--- config.mk ---
export PLATFORM = sky130hd
export DESIGN_NAME = wdt_unit
export DESIGN_NICKNAME = d
export VERILOG_FILES = /design/src/wdt_pkg.sv /design/src/wdt_unit.sv
export SDC_FILE = /design/constraint.sdc
export NUM_CORES = 1
export LEC_CHECK = 0
export BUFFER_PORTS_ARGS = -buffer_cell sky130_fd_sc_hd__clkbuf_2
export CAP_MARGIN = 15
export CORE_ASPECT_RATIO = 0.8
export CORE_MARGIN = 2
export CORE_UTILIZATION = 30
export CTS_BUF_LIST = sky130_fd_sc_hd__clkbuf_2 sky130_fd_sc_hd__clkbuf_4 sky130_fd_sc_hd__clkbuf_8
export DETAILED_ROUTE_END_ITERATION = 16
export GPL_TIMING_DRIVEN = 0
export MAX_ROUTING_LAYER = met4
export SYNTH_ARGS = -nofsm -noshare
export SYNTH_HDL_FRONTEND = slang
export SYNTH_SLANG_ARGS = --single-unit
--- constraint.sdc ---
create_clock -name mclk -period 2.4 [get_ports mclk]
set_clock_uncertainty 0.2 [all_clocks]
set_input_delay 0.24 -clock mclk [delete_from_list [all_inputs] [get_ports mclk]]
set_output_delay 0.24 -clock mclk [all_outputs]
set_load 0.03 [all_outputs]
--- src/wdt_pkg.sv ---
// ==========================================================
// watchdog constants
package wdt_pkg;
   // ==========================================================
   // special function register map
   localparam logic [7:0] WDT_CTRL_ADDR  = 8'hc0;
   localparam int         WDT_PRE_LSB    = 4;
   localparam int         WDT_DIR_BIT    = 3;
   localparam int         WDT_FLAG_BIT   = 2;
   localparam int         WDT_RUN_BIT    = 1;
   localparam int         WDT_UNLOCK_BIT = 0;

   // ==========================================================
   // values after reset
   localparam logic [3:0] WDT_PRE_RST  = 4'h7;
   localparam logic       WDT_DIR_RST  = 1'b0;
   localparam logic       WDT_FLAG_RST = 1'b0;
   localparam logic       WDT_RUN_RST  = 1'b1;

   // ==========================================================
   // timeout select codes
   localparam logic [3:0] WDT_PRE_MAX_TIMED = 4'h7;
   localparam logic [3:0] WDT_PRE_NOW_RST   = 4'h8;
   localparam logic [3:0] WDT_PRE_DL_RST    = 4'h9;
   localparam int         WDT_BASE_SHIFT    = 9;

   // ==========================================================
   // counter input clock, counter width, vector and read reset value
   localparam int         WDT_XTAL_HZ      = 32768;
   localparam int         WDT_CNT_W        = 16;
   localparam logic [15:0] WDT_VECTOR      = 16'h005b;
   localparam logic [7:0] WDT_RDATA_RST    = 8'h00;
endpackage : wdt_pkg

--- src/wdt_unit.sv ---
`timescale 1ns/10ps

module wdt_unit
   import wdt_pkg::*;
#(
   parameter int CNT_W = WDT_CNT_W
) (
   input  wire logic        mclk,
   input  wire logic        srst,
   input  wire logic        ce,
   input  wire logic        crystal_in_pin,
   input  wire logic        lock_protection_flash_bit,
   input  wire logic [7:0]  sfr_addr,
   input  wire logic        sfr_wr,
   input  wire logic [7:0]  sfr_wdata,
   input  wire logic        sfr_rd,
   output logic [7:0]       sfr_rdata,
   output logic             wdt_sys_rst,
   output logic             wdt_dl_rst,
   output logic             watchdog_interrupt_source,
   output logic [15:0]      wdt_vector
);
   import wdt_pkg::*;

   // ==========================================================
   // block notes
   // counter ticks on synced crystal rising edges only
   // crystal edge seen two to three mclk late
   // ce low freezes synchronisers, fields and counter
   // a crystal edge during a freeze may land as one tick
   // unlock arm is consumed by the next write of any address
   // an armed write that is not to the control byte disarms
   // the arming write itself changes no field
   // the accepted write does not re-arm the unlock
   // the unlock bit always reads back as zero
   // run bit written 1 restarts the count from zero
   // run bit written 0 stops and holds the count when unprotected
   // rewriting run 1 is the only way to re-arm in time
   // codes 8 and 9 act once, at the accepted write
   // codes 8 and 9 act whatever the run bit says
   // codes 10 to 15 hold the count, nothing expires
   // a timed code written with run 1 restarts a held count from zero
   // expiry restarts the count, so timeouts repeat
   // limit is one below a power of two of ticks
   // code 7 needs the full 16-bit count
   // flag set on expiry wins over a same-cycle clear
   // writing 1 to the flag bit leaves it as it is
   // srst or a written 0 clears the flag, our reset pulse does not
   // protection pins response 0 and run 1 every cycle
   // select field stays writable under protection
   // protection follows the flash bit two edges late
   // unprotected after srst until the synchroniser fills
   // interrupt is a one-cycle request
   // the core stacks the pc and jumps to the vector
   // vector is a constant, registered for a clean output
   // reset pulses must not feed back into srst
   // read data holds until the next read strobe
   // reads of other addresses return zero
   // all outputs come straight from flops
   // no wait states on writes or reads

   // ==========================================================
   // helper functions
   // last count before expiry for a timed select code
   function automatic logic [CNT_W:0] wdt_limit(input logic [3:0] pre);
      logic [CNT_W:0] one;
      logic [4:0]     sh;
      one = {{CNT_W{1'b0}}, 1'b1};
      sh  = 5'(pre) + 5'(WDT_BASE_SHIFT);        // code 7 needs 16, past 4 bits
      wdt_limit = (one << sh) - one;
   endfunction : wdt_limit

   // select field of a control byte
   function automatic logic [3:0] wdt_sel(input logic [7:0] d);
      wdt_sel = d[WDT_PRE_LSB +: 4];
   endfunction : wdt_sel

   // address decode for the control register
   function automatic logic wdt_is_ctrl(input logic [7:0] a);
      wdt_is_ctrl = (a == WDT_CTRL_ADDR);
   endfunction : wdt_is_ctrl

   // ==========================================================
   // crystal clock synchroniser and edge detect
   logic xtal_s1_r;
   logic xtal_s2_r;
   logic xtal_s3_r;
   logic xtal_tick;

   // two flops, then a third for edge detection
   always_ff @(posedge mclk) begin
      if (srst) begin
         xtal_s1_r <= 1'b0;
         xtal_s2_r <= 1'b0;
         xtal_s3_r <= 1'b0;
      end else if (ce) begin
         xtal_s1_r <= crystal_in_pin;
         xtal_s2_r <= xtal_s1_r;
         xtal_s3_r <= xtal_s2_r;
      end
   end

   assign xtal_tick = xtal_s2_r & ~xtal_s3_r;    // rising edge

   // ==========================================================
   // flash protection synchroniser
   logic prot_s1_r;
   logic prot_s2_r;
   logic prot_on;

   // unprogrammed flash bit reads 1, so idle is unprotected
   always_ff @(posedge mclk) begin
      if (srst) begin
         prot_s1_r <= 1'b1;
         prot_s2_r <= 1'b1;
      end else if (ce) begin
         prot_s1_r <= lock_protection_flash_bit;
         prot_s2_r <= prot_s1_r;
      end
   end

   assign prot_on = ~prot_s2_r;                   // active when cleared

   // ==========================================================
   // write decode and unlock
   logic ctrl_hit;
   logic unlock_r;
   logic ctrl_wr_ok;

   assign ctrl_hit   = sfr_wr & wdt_is_ctrl(sfr_addr);
   assign ctrl_wr_ok = ctrl_hit & unlock_r;

   // arm on a write carrying the unlock bit, any next write disarms
   always_ff @(posedge mclk) begin
      if (srst) begin
         unlock_r <= 1'b0;
      end else if (ce && sfr_wr) begin
         unlock_r <= ctrl_hit & ~unlock_r & sfr_wdata[WDT_UNLOCK_BIT];
      end
   end

   // ==========================================================
   // control register fields
   logic [3:0] pre_r;
   logic       dir_r;
   logic       run_r;
   logic       flag_r;

   // timeout select field
   always_ff @(posedge mclk) begin
      if (srst) begin
         pre_r <= WDT_PRE_RST;
      end else if (ce && ctrl_wr_ok) begin
         pre_r <= wdt_sel(sfr_wdata);
      end
   end

   // response select, pinned low under protection
   always_ff @(posedge mclk) begin
      if (srst) begin
         dir_r <= WDT_DIR_RST;
      end else if (ce) begin
         if (prot_on) begin
            dir_r <= 1'b0;
         end else if (ctrl_wr_ok) begin
            dir_r <= sfr_wdata[WDT_DIR_BIT];
         end
      end
   end

   // run bit, pinned high under protection
   always_ff @(posedge mclk) begin
      if (srst) begin
         run_r <= WDT_RUN_RST;
      end else if (ce) begin
         if (prot_on) begin
            run_r <= 1'b1;
         end else if (ctrl_wr_ok) begin
            run_r <= sfr_wdata[WDT_RUN_BIT];
         end
      end
   end

   // ==========================================================
   // counter and expiry
   logic [CNT_W-1:0] cnt_r;
   logic             timed_code;
   logic             count_en;
   logic             at_limit;
   logic             expire;
   logic             restart;

   // codes 0 to 7 run, codes above hold the count
   assign timed_code = (pre_r <= WDT_PRE_MAX_TIMED);
   // accepted write with the run bit set
   assign restart    = ctrl_wr_ok & sfr_wdata[WDT_RUN_BIT];
   // one step per crystal tick while running a timed code
   assign count_en   = run_r & timed_code & xtal_tick;
   // last count of the selected period
   assign at_limit   = ({1'b0, cnt_r} == wdt_limit(pre_r));
   // expiry on the tick at the limit, a restart wins
   assign expire     = count_en & at_limit & ~restart;

   // count crystal ticks; invalid codes hold the count
   always_ff @(posedge mclk) begin
      if (srst) begin
         cnt_r <= '0;
      end else if (ce) begin
         if (restart || expire) begin
            cnt_r <= '0;
         end else if (count_en) begin
            cnt_r <= cnt_r + 1'b1;
         end
      end
   end

   // status flag: expiry beats a software clear
   always_ff @(posedge mclk) begin
      if (srst) begin
         flag_r <= WDT_FLAG_RST;
      end else if (ce) begin
         if (expire) begin
            flag_r <= 1'b1;
         end else if (ctrl_wr_ok && !sfr_wdata[WDT_FLAG_BIT]) begin
            flag_r <= 1'b0;
         end
      end
   end

   // ==========================================================
   // response outputs
   logic [3:0] wr_sel;
   logic       now_rst;
   logic       dl_req;

   // select code carried by an accepted write
   assign wr_sel  = wdt_sel(sfr_wdata);
   assign now_rst = ctrl_wr_ok & (wr_sel == WDT_PRE_NOW_RST);
   assign dl_req  = ctrl_wr_ok & (wr_sel == WDT_PRE_DL_RST);

   // system reset on expiry with response 0, or immediate code
   always_ff @(posedge mclk) begin
      if (srst) begin
         wdt_sys_rst <= 1'b0;
      end else if (ce) begin
         wdt_sys_rst <= (expire & ~dir_r) | now_rst;
      end
   end

   // serial download reset on code 9
   always_ff @(posedge mclk) begin
      if (srst) begin
         wdt_dl_rst <= 1'b0;
      end else if (ce) begin
         wdt_dl_rst <= dl_req;
      end
   end

   // interrupt request on expiry with response 1
   always_ff @(posedge mclk) begin
      if (srst) begin
         watchdog_interrupt_source <= 1'b0;
      end else if (ce) begin
         watchdog_interrupt_source <= expire & dir_r;
      end
   end

   // vector the core loads for this source
   always_ff @(posedge mclk) begin
      if (srst) begin
         wdt_vector <= WDT_VECTOR;
      end else if (ce) begin
         wdt_vector <= WDT_VECTOR;
      end
   end

   // ==========================================================
   // read path
   // unlock bit reads back as zero
   always_ff @(posedge mclk) begin
      if (srst) begin
         sfr_rdata <= WDT_RDATA_RST;
      end else if (ce && sfr_rd) begin
         if (wdt_is_ctrl(sfr_addr)) begin
            sfr_rdata <= {pre_r, dir_r, flag_r, run_r, 1'b0};
         end else begin
            sfr_rdata <= WDT_RDATA_RST;
         end
      end
   end

endmodule : wdt_unit

==> metrics, run 1 <==
layout cells sized above 1 roughly a quarter; largest net degree at the start of global routing 13; fmax about 450 MHz; Bufs on Longest Clock Path 2; HPWL Detailed a little under 4000 µm; EDFF count, synth 0; Post-Place Worst Slack -0.00764 ns; PortBufs 32; Pwr Density 524 nW/µm²; Core Rows 28; post-synth top area share approximately a third; WS Path Type reg2reg; fill count roughly 760; Root Driver clkbuf_8; Routed Antenna Nets 0; largest stage delay on the critical path roughly 0.45 ns; final period demand of the worst path ~2.2 ns; post-route core utilization 38.3%; Ys Warns 0; peak supply drop 0.219 mV; WP data arrival approximately 2.3 ns; routed length per instance approximately 12 µm; synthesized cell area between 2000 and 2500 µm²; status completed; Final #Nets between 300 and 400; Critical Path Sink Type register; #FFs+latches synth 39; Post CTS Setup Buffer Count 0; # setup viols final 0; fin crit share between 90% and 100%; Critical-path top delay cell dfxtp_1; WP data required between 2 and 2.5 ns; clock tree sinks 39; area of the multi-input gates around 1300 µm²; synthesized instance count ~270; synth unique cells 54; DR pass1 iterations 4; slew margin rel. 48.7%; top cells by area, synth dfxtp_1 (35%), buf_4 (6.0%), and3_1 (4.7%); DRT iter0 DRCs between 100 and 150; Syn Area/Cell 8.46 µm²; Skew-Pair Late Insertion Delay roughly 0.29 ns; # H-tree levels 2; FF+latch area just under 800 µm²; CP cell instances nand4_1 > a2111oi_1 > and4bb_2 > o2111ai_4 > buf_6 > o31ai_4; crit-path max FO 10; vias in the first global route about 1700; I/O pins 50; hold crit path type in2reg; WP buf/inv 1; total global routing overflow 0; register area share after synthesis approximately a third; Vias/cell between 4 and 5; die area 8190 µm²; layout overhead on the synthesized area 25.2%; core area between 7000 and 8000 µm²; WL final roughly 5200 µm; Hold Vio Cnt, Final 0; Max Cap Violations 0; Worst Setup Start Kind register; setup ws final around 0.16 ns; DRC viols 0; share of async-settable or async-resettable flops after synthesis 0%; TritonCTS Buffers 5; DIE WIDTH around 100 µm; vias between 2000 and 2500; Final Slew Violations 0; ys flop type dfxtp_1; crit-path leading delay family compound AO/OA/AOI/OAI gates; Initial Util between 30% and 40%; global-route usage over all layers a little over an eighth; cell taking the most area after synthesis dfxtp_1; GPL Wtd Cong 0.861; leak pwr 1.22 nW; Worst Tran Pin Value 0.765 ns; CTS tree done; Die H between 80 and 90 µm; initial antenna violation count 0; clock-pin slew on the worst setup and hold paths 0.08 ns; Antenna Cells 0; RSZ-0062 raised after global routing no; global-route wire length before repair between 8000 and 9000 µm
## cells by family (layout without fill, tap and decap cells)
logic type | after synthesis | in the layout | share of synthesized area [%]
adder cells (fa/ha/maj) | 2 | 2 | 1.12
XOR/XNOR | 19 | 19 | 7.42
other | 2 | 19 | 0.335
AND/OR/NAND/NOR | 123 | 123 | 31.8
flip-flops | 39 | 39 | 34.8
AO/OA/AOI/OAI | 37 | 37 | 12.6
buffers and inverters | 39 | 87 | 10.2
multiplexers | 4 | 4 | 1.79
## placed cells by master, fill, tap and decap left out, types with 2 or more instances in the layout
| cell | instances |
|---|---|
| nand2_1 | 27 |
| and3_1 | 17 |
| nor2_1 | 12 |
| nor4_1 | 5 |
| and2_1 | 3 |
| a211o_1 | 2 |
| clkbuf_1 | 7 |
| and4bb_2 | 4 |
| clkbuf_2 | 32 |
| nor2b_1 | 3 |
| bufinv_16 | 2 |
| mux2i_1 | 4 |
| o21ai_0 | 2 |
| conb_1 | 19 |
| buf_2 | 5 |
| clkbuf_8 | 5 |
| nand3b_1 | 3 |
| nand2b_1 | 4 |
| xor2_1 | 7 |
| nand4_1 | 7 |
| nor3_1 | 6 |
| xnor2_1 | 12 |
| dfxtp_1 | 39 |
| dlygate4sd3_1 | 8 |
| inv_1 | 7 |
| o31ai_4 | 2 |
| a21oi_1 | 16 |
| nand3_1 | 19 |
| buf_4 | 18 |
| ha_1 | 2 |
| nor4b_1 | 3 |
## synth_stat cells (all sizes together) (2+ instances only)
library cell,n
a211o,2
conb,2
a21oi,16
clkbuf,7
nand2,28
and4bb,4
nand3b,3
nor3b,2
and3,17
and2,3
inv,7
buf,25
o21ai,3
o2111ai,2
nand3,19
nor4,6
mux2i,4
nor2b,3
xnor2,12
o31ai,2
dfxtp,39
xor2,7
nor4b,3
nand4,7
nand2b,4
nor3,7
nor2,12
ha,2
## flip-flops by register name, indices dropped and copies added (netlist names)
| signal | cells |
|---|---|
| flag_r | 1 |
| prot_s1_r | 1 |
| pre_r | 4 |
| xtal_s1_r | 1 |
| dir_r | 1 |
| run_r | 1 |
| wdt_dl_rst | 1 |
| cnt_r | 16 |
| wdt_sys_rst | 1 |
| xtal_s2_r | 1 |
| unlock_r | 1 |
| watchdog_interrupt_source | 1 |
| sfr_rdata | 7 |
| xtal_s3_r | 1 |
| prot_s2_r | 1 |
## worst paths after layout
check                                 start                         to  slack [ns]  cells after the start
hold reg to reg   sfr_rdata[1]$_SDFFE_PP0P_  sfr_rdata[1]$_SDFFE_PP0P_        0.26                      2
setup / recovery      cnt_r[7]$_SDFFE_PP0P_   wdt_sys_rst$_SDFFE_PP0P_        0.16                      6
setup reg to reg      cnt_r[7]$_SDFFE_PP0P_   wdt_sys_rst$_SDFFE_PP0P_        0.16                      6
hold / removal                 sfr_wdata[4]      pre_r[0]$_SDFFE_PP1P_        0.02                      3
## area by class of cell
type                       instances  area share (%)
inverter                           7           0.936
timing repair buffer              40            8.56
clock buffer                       6            2.72
clock inverter                     2            2.14
sequential                        39            27.8
tap                               90            4.01
buffer                            32            7.17
multi-input combinational        204            46.7
## layer usage
layer	wire, µm	vias up	share of wire, %	global-route usage [%]
met2	2260	49	44	18.9
met4	46	0	0.89	4.11
li1	-	1029	-	-
met5	0	-	0	-
met3	254	5	4.9	2.58
met1	2600	937	50	18.5
## power by group
part           switching (mW)  total (mW)  leakage [nW]  internal (mW)
clock                   0.241       0.668        0.0688          0.427
sequential            0.00345       0.655         0.315          0.651
combinational          0.0877       0.149         0.840         0.0611
## timing repair
action / CTS / global route
gates resized for setup: 0 / 2
hold buffers: 8 / 0
endpoints found under the hold margin: 8 / 0
endpoints found under the setup margin: 0 / 9
## through the flow
step / setup TNS (ns) / power, mW / hold slack, ns / std cells / cell area [µm²]
after floorplan: 0 / 0.771 / 0.162 / 282 / 2310
after global placement: -0.0422 / 0.805 / 0.235 / 404 / 2580
after detailed placement: -0.00917 / 0.807 / 0.248 / 404 / 2580
after CTS: 0 / 1.48 / 0.0115 / 420 / 2800
after global routing: 0 / 1.53 / 0.0322 / 420 / 2810
final: 0 / 1.47 / 0.0247 / 420 / 2810
## worst min-delay path: stages
cell      delay (ns)
clkbuf_2        0.11
nand2_1         0.06
nand3b_1        0.08
Note: power is estimated with default switching activity, not from simulation.
==> inputs of run 2 (changes only) <==
--- a/config.mk
+++ b/config.mk
@@ -5,14 +5,14 @@
 export SDC_FILE = /design/constraint.sdc
 export NUM_CORES = 1
 export LEC_CHECK = 0
-export BUFFER_PORTS_ARGS = -buffer_cell sky130_fd_sc_hd__clkbuf_2
+export ABC_AREA = 1
+export BUFFER_PORTS_ARGS = -buffer_cell sky130_fd_sc_hd__buf_4
 export CAP_MARGIN = 15
 export CORE_ASPECT_RATIO = 0.8
 export CORE_MARGIN = 2
 export CORE_UTILIZATION = 30
 export CTS_BUF_LIST = sky130_fd_sc_hd__clkbuf_2 sky130_fd_sc_hd__clkbuf_4 sky130_fd_sc_hd__clkbuf_8
 export DETAILED_ROUTE_END_ITERATION = 16
-export GPL_TIMING_DRIVEN = 0
 export MAX_ROUTING_LAYER = met4
 export SYNTH_ARGS = -nofsm -noshare
 export SYNTH_HDL_FRONTEND = slang
==> run 2 against run 1 <==
  * Synthesized cell count up 46%
  * Highest routed layer unchanged
  * Synthesized area grew 13%
  * Via count rose by 29%
  * Clock-buffer cell count is 1 lower
  * Clock power fell by 17%
  * Register-to-register slack better by 0.11 ns
  * Critical path depth grew 8
==> metrics, run 2 <==
status completed; leak pwr 1.34 nW; crit-path max FO 17; synthesized instance count around 390; HPWL Detailed between 5000 and 6000 µm; # H-tree levels 2; slew margin rel. 60.9%; I/O pins 50; Worst Tran Pin Value between 0.5 and 0.6 ns; Hold Vio Cnt, Final 0; Ys Warns 0; largest stage delay on the critical path around 0.45 ns; Seq pwr share 47.8%; DR pass1 iterations 4; R2R Path End cnt_r[4]$_SDFFE_PP0P_; hold crit path type in2reg; Die H ~86 µm; biggest registers after layout cnt_r: 16 flops, sfr_rdata: 7 flops, pre_r: 4 flops; Pwr Density between 400 and 500 nW/µm²; DRC viols 0; count leader, synth nand2_1; WP buf/inv 2; synth unique cells 35; WHS 0.0415 ns; clock-pin slew on the worst setup and hold paths about 0.080 ns; vias approximately 2600; RSZ-0062 raised after global routing no; share of async-settable or async-resettable flops after synthesis 0%; CTS tree done; total global routing overflow 0; register area share after synthesis between 30% and 40%; Max Cap Violations 0; WP data required between 2 and 2.5 ns; EDFF count, synth 0; design area about 3000 µm²; global-route usage over all layers 15.2%; ys flop type dfxtp_1; CP cell instances inv_2 > nor2_2 > nand2_1 > nand2_1 > nand2_1 > nand2_2 > nand2_1 > nor2_2 > nand3b_4 > nand3_4 > nand2_1 > inv_1 > nand2_1 > a21oi_1; Total Power 1.41 mW; synthesized cell area approximately 2500 µm²; post-route core utilization about 37%; Worst Setup Start Kind register; post-synth top area share between 30% and 40%; WL final 6490 µm; Antenna Cells 0; crit-path leading delay family simple AND/OR/NAND/NOR gates; critical path depth in cells 14; Worst R2R Path Depth 14; max reg flops 16; clock tree sinks 39; crit path capture cnt_r[4]$_SDFFE_PP0P_; TritonCTS Buffers 5; layout cells sized above 1 between 15 and 20%; routed length per instance 12.1 µm; initial antenna violation count 0; die area approximately 9200 µm²; WP data arrival 2.15 ns; layout overhead on the synthesized area 18.3%; commonest non-fill, non-tap cell in the layout nand2_1; core area 8060 µm²; Critical-path top delay cell dfxtp_1; cell mode on critical path nand2_1; global-route wire length before repair about 11000 µm; Vias/cell 4.85; top cells by area, synth dfxtp_1 (31%), nand2_1 (14%), inv_1 (5.9%); Crit. Startpoint pre_r[2]$_SDFFE_PP1P_; # setup viols final 0; Critical Path Sink Type register; reg2reg start pre_r[2]$_SDFFE_PP1P_; GPL Wtd Cong between 0.8 and 0.9; PortBufs 32; Pint just over 1 mW; Final Slew Violations 0; FF-to-FF setup slack 0.27 ns; #FFs+latches synth 39; Most flops, register cnt_r; Initial Util a little under a third; Placed Instance Area between 2000 and 3000 µm²; Fin Setup TNS 0 ns; cell taking the most area after synthesis dfxtp_1; Bufs on Longest Clock Path 2; DRT iter0 DRCs 267; largest net degree at the start of global routing 18; Routed Antenna Nets 0; sw frac a little over a quarter; commonest cells after routing, fill and taps aside nand2_1 (92), inv_1 (40), dfxtp_1 (38), buf_4 (38), nor2_1 (31); Clk pwr share about two fifths; WS Path Type reg2reg; power share of the combinational group 12.8%; fmax approximately 470 MHz; Syn Area/Cell between 6 and 7 µm²; Root Driver clkbuf_8; Core Rows 29; NetSw about 370 µW; Final #Nets about 450; Post CTS Setup Buffer Count 0; Post-synth top cells nand2_1 (92), inv_1 (40), dfxtp_1 (39), nor2_1 (31); Skew-Pair Late Insertion Delay approximately 0.29 ns; DIE WIDTH between 100 and 150 µm; fin crit share slightly below 90%; peak supply drop 0.328 mV; vias in the first global route between 2000 and 2500; final period demand of the worst path 2.13 ns
run 2: cell count changes in the layout (fill, tap and decap cells not counted), sizes merged, moves of 16 or more:
| cell | before | now |
|---|---|---|
| nand2 | 28 | 95 |
| clkbuf | 45 | 5 |
| inv | 7 | 45 |
| nor2 | 12 | 38 |
| o21ai | 3 | 21 |
| and3 | 17 | 1 |
run 2: power by group through the flow:
stage	registers, mW	clock network, mW	logic [mW]
floorplan	0.697	0	0.125
global placement	0.686	0	0.170
detailed placement	0.686	0	0.171
CTS	0.671	0.573	0.178
global route	0.674	0.597	0.199
finish	0.671	0.554	0.180
run 2: worst min-delay path by stage:
stage	from	to	depth (start not counted)
3_3_place_gp	prot_s1_r$_SDFFE_PP1P_	prot_s1_r$_SDFFE_PP1P_	2
5_1_grt	sfr_wdata[3]	dir_r$_SDFFE_PP0P_	3
6_report	sfr_wdata[3]	dir_r$_SDFFE_PP0P_	3
2_1_floorplan	lock_protection_flash_bit	prot_s1_r$_SDFFE_PP1P_	2
4_1_cts	sfr_wdata[3]	dir_r$_SDFFE_PP0P_	3
3_5_place_dp	prot_s1_r$_SDFFE_PP1P_	prot_s1_r$_SDFFE_PP1P_	2
run 2: final cells by class:
class,count,area [µm²]
Fill cell,848,5060
Clock inverter,3,43.8
Tap cell,108,135
Clock buffer,5,68.8
Timing Repair Buffer,43,335
Inverter,47,179
Sequential cell,39,782
Multi-Input combinational cell,291,1450
run 2: per-stage QoR:
step	instances	setup WS, ns
after global placement	523	0.303
final	536	0.270
after floorplan	404	0.580
after detailed placement	523	0.242
after global routing	536	0.0921
after CTS	536	0.205
run 2: repair_timing:
action	4_1_cts	5_1_grt
endpoints found under the setup margin	0	1
hold buffers	5	0
gates resized for setup	0	1
hold endpoints to repair	5	0
run 2: logic make-up (layout without fill, tap and decap cells):
logic type | Yosys count | after routing | share of synthesized area (%)
AOI/OAI and AO/OA | 55 | 55 | 11.5
other | 2 | 19 | 0.297
buffers and inverters | 74 | 98 | 14.4
xor gates and xnor gates | 9 | 9 | 3.12
adders and majority gates | 2 | 2 | 0.990
and+or+nand+nor | 206 | 206 | 38.8
DFF | 39 | 39 | 30.9
run 2: metal layers:
metal	global-route usage, %	up-vias	routed length [µm]
met1	21.2	1181	3210
met3	2.13	12	395
met2	21.8	92	2740
li1	-	1317	-
met5	-	-	0
met4	6.85	0	148
run 2: worst reg2reg max path: stages, from the launching register on:
cell	delay, ns
dfxtp_1	0.45
inv_2	0.11
nor2_2	0.12
nand2_1	0.07
nand2_1	0.11
nand2_1	0.08
nand2_2	0.06
nand2_1	0.06
nor2_2	0.12
nand3b_4	0.12
nand3_4	0.18
nand2_1	0.09
inv_1	0.08
nand2_1	0.06
a21oi_1	0.14
==> inputs of run 3 (changes only) <==
==> constraint.sdc (replaced) <==
create_clock -name mclk -period 2.17 [get_ports mclk]
set_clock_uncertainty 0.2 [all_clocks]
set_input_delay 0.217 -clock mclk [delete_from_list [all_inputs] [get_ports mclk]]
set_output_delay 0.217 -clock mclk [all_outputs]
set_load 0.03 [all_outputs]
==> run 3 against run 2 <==
  * Final cell count is 3.4% higher
  * Clock-buffer cell count did not move
  * First-iteration DRC count fell by 25%
  * Combinational power grew 21%
  * Setup slack got worse by 0.12 ns
  * Critical path type unchanged
  * Largest power group unchanged
==> metrics, run 3 (same netlist as run 2, synthesis figures left out) <==
core area a little over 8000 µm²; DRC viols 0; DR pass1 iterations 6; global-route usage over all layers 15.6%; # H-tree levels 2; Skew-Pair Late Insertion Delay around 0.30 ns; total global routing overflow 0; Post-Place Worst Slack around 0.11 ns; clock tree sinks 39; DRT iter0 DRCs 200; layout overhead on the synthesized area 23.6%; hold crit path type in2reg; TritonCTS Buffers 5; biggest registers after layout cnt_r: 16 flops, sfr_rdata: 7 flops, pre_r: 4 flops; Final Slew Violations 0; HPWL Detailed between 5000 and 6000 µm; largest stage delay on the critical path ~0.37 ns; Critical-path top delay cell dfxtp_2; cell mode on critical path nand2_1; post-route core utilization 38.8%; design area ~3100 µm²; # setup viols final 0; max reg flops 16; Pwr Density 473 nW/µm²; Final #Nets 470; CP cell instances buf_4 > nor2_2 > nand2_1 > nand2_1 > nand3_1 > nand2_1 > nor2_2 > nand3b_4 > nand2_1 > nor2_4 > inv_2 > nor3_1; Die H between 80 and 90 µm; Root Driver clkbuf_8; Bufs on Longest Clock Path 2; peak supply drop between 0.2 and 0.3 mV; GPL Wtd Cong 0.899; initial antenna violation count 0; commonest non-fill, non-tap cell in the layout nand2_1; setup ws final 0.153 ns; Vias/cell about 4.8; Worst Setup Start Kind register; Antenna Cells 0; DIE WIDTH roughly 110 µm; PortBufs 32; commonest cells after routing, fill and taps aside nand2_1 (92), buf_4 (53), inv_1 (39); Max Cap Violations 0; WP data arrival ~2 ns; leak pwr between 1 and 1.5 nW; fmax roughly 500 MHz; Core Rows 29; Most flops, register cnt_r; crit-path max FO 6; layout cells sized above 1 19.3%; largest net degree at the start of global routing 18; routed length per instance roughly 13 µm; WHS 0.0352 ns; WP data required approximately 2.2 ns; final period demand of the worst path 2.02 ns; Critical Path Sink Type register; Routed Antenna Nets 0; clock-pin slew on the worst setup and hold paths approximately 0.090 ns; status completed; RSZ-0062 raised after global routing no; Initial Util a little under a third; CTS tree done; WS Path Type reg2reg; Fin Setup TNS 0 ns; I/O pins 50; global-route wire length before repair roughly 11000 µm; die area a little over 9000 µm²; vias 2676; WL final 6970 µm; Hold Vio Cnt, Final 0; vias in the first global route ~2400; fin crit share a little over 90%; Placed Instance Area between 2000 and 3000 µm²
[run 3: cell count changes in the layout (fill, tap and decap cells not counted), sizes merged]
cell	change
buf	+15
dlygate4sd3	+2
bufinv	-1
clkinvlp	+1
nand3	+1
[run 3: power breakdown]
part           leakage, nW  total, mW  internal, mW  switching [mW]
clock               0.0443      0.521         0.230           0.291
combinational         1.06      0.217        0.0809           0.136
sequential           0.316      0.741         0.731          0.0100
[run 3: timing repair]
action | CTS | global route
resized for setup | 0 | 8
hold buffers | 7 | 0
setup endpoints to repair | 0 | 15
hold endpoints to repair | 7 | 0
buffers inserted | 0 | 7
[run 3: final timing paths]
path	from	end	slack, ns	cells after the start
worst max-delay path	pre_r[3]$_SDFFE_PP0P_	cnt_r[2]$_SDFFE_PP0P_	0.15	12
worst max register to register	pre_r[3]$_SDFFE_PP0P_	cnt_r[2]$_SDFFE_PP0P_	0.15	12
worst min register to register	xtal_s3_r$_SDFFE_PP0P_	xtal_s3_r$_SDFFE_PP0P_	0.27	2
worst min-delay path	sfr_wdata[2]	flag_r$_SDFFE_PP0P_	0.04	3
[run 3: stage by stage]
step / power [mW] / std cells
2_1_floorplan: 0.909 / 404
3_3_place_gp: 0.950 / 531
3_5_place_dp: 0.953 / 531
4_1_cts: 1.48 / 546
5_1_grt: 1.54 / 554
6_report: 1.48 / 554
[run 3: cell type report]
cell class              instances  area, µm²
clock buffers                   5       68.8
clock inverters                 3       25.0
fillers                       896       4930
inverters                      47        179
multi-input cells             292       1460
flip-flops and latches         39        785
well taps                     108        135
repair buffers                 60        468
[run 3: critical path: cells and delay by family (launching register included)]
| family | cells | cell delay [ns] |
|---|---|---|
| DFF | 1 | 0.37 |
| and+or+nand+nor | 10 | 1.11 |
| buffers and inverters | 2 | 0.26 |
[run 3: layer usage]
layer,vias to the layer above,track usage [%],wire (µm)
li1,1352,-,-
met1,1214,21.5,3320
met2,104,23.7,3120
met3,6,2.51,456
met4,0,4.13,78
met5,-,-,0
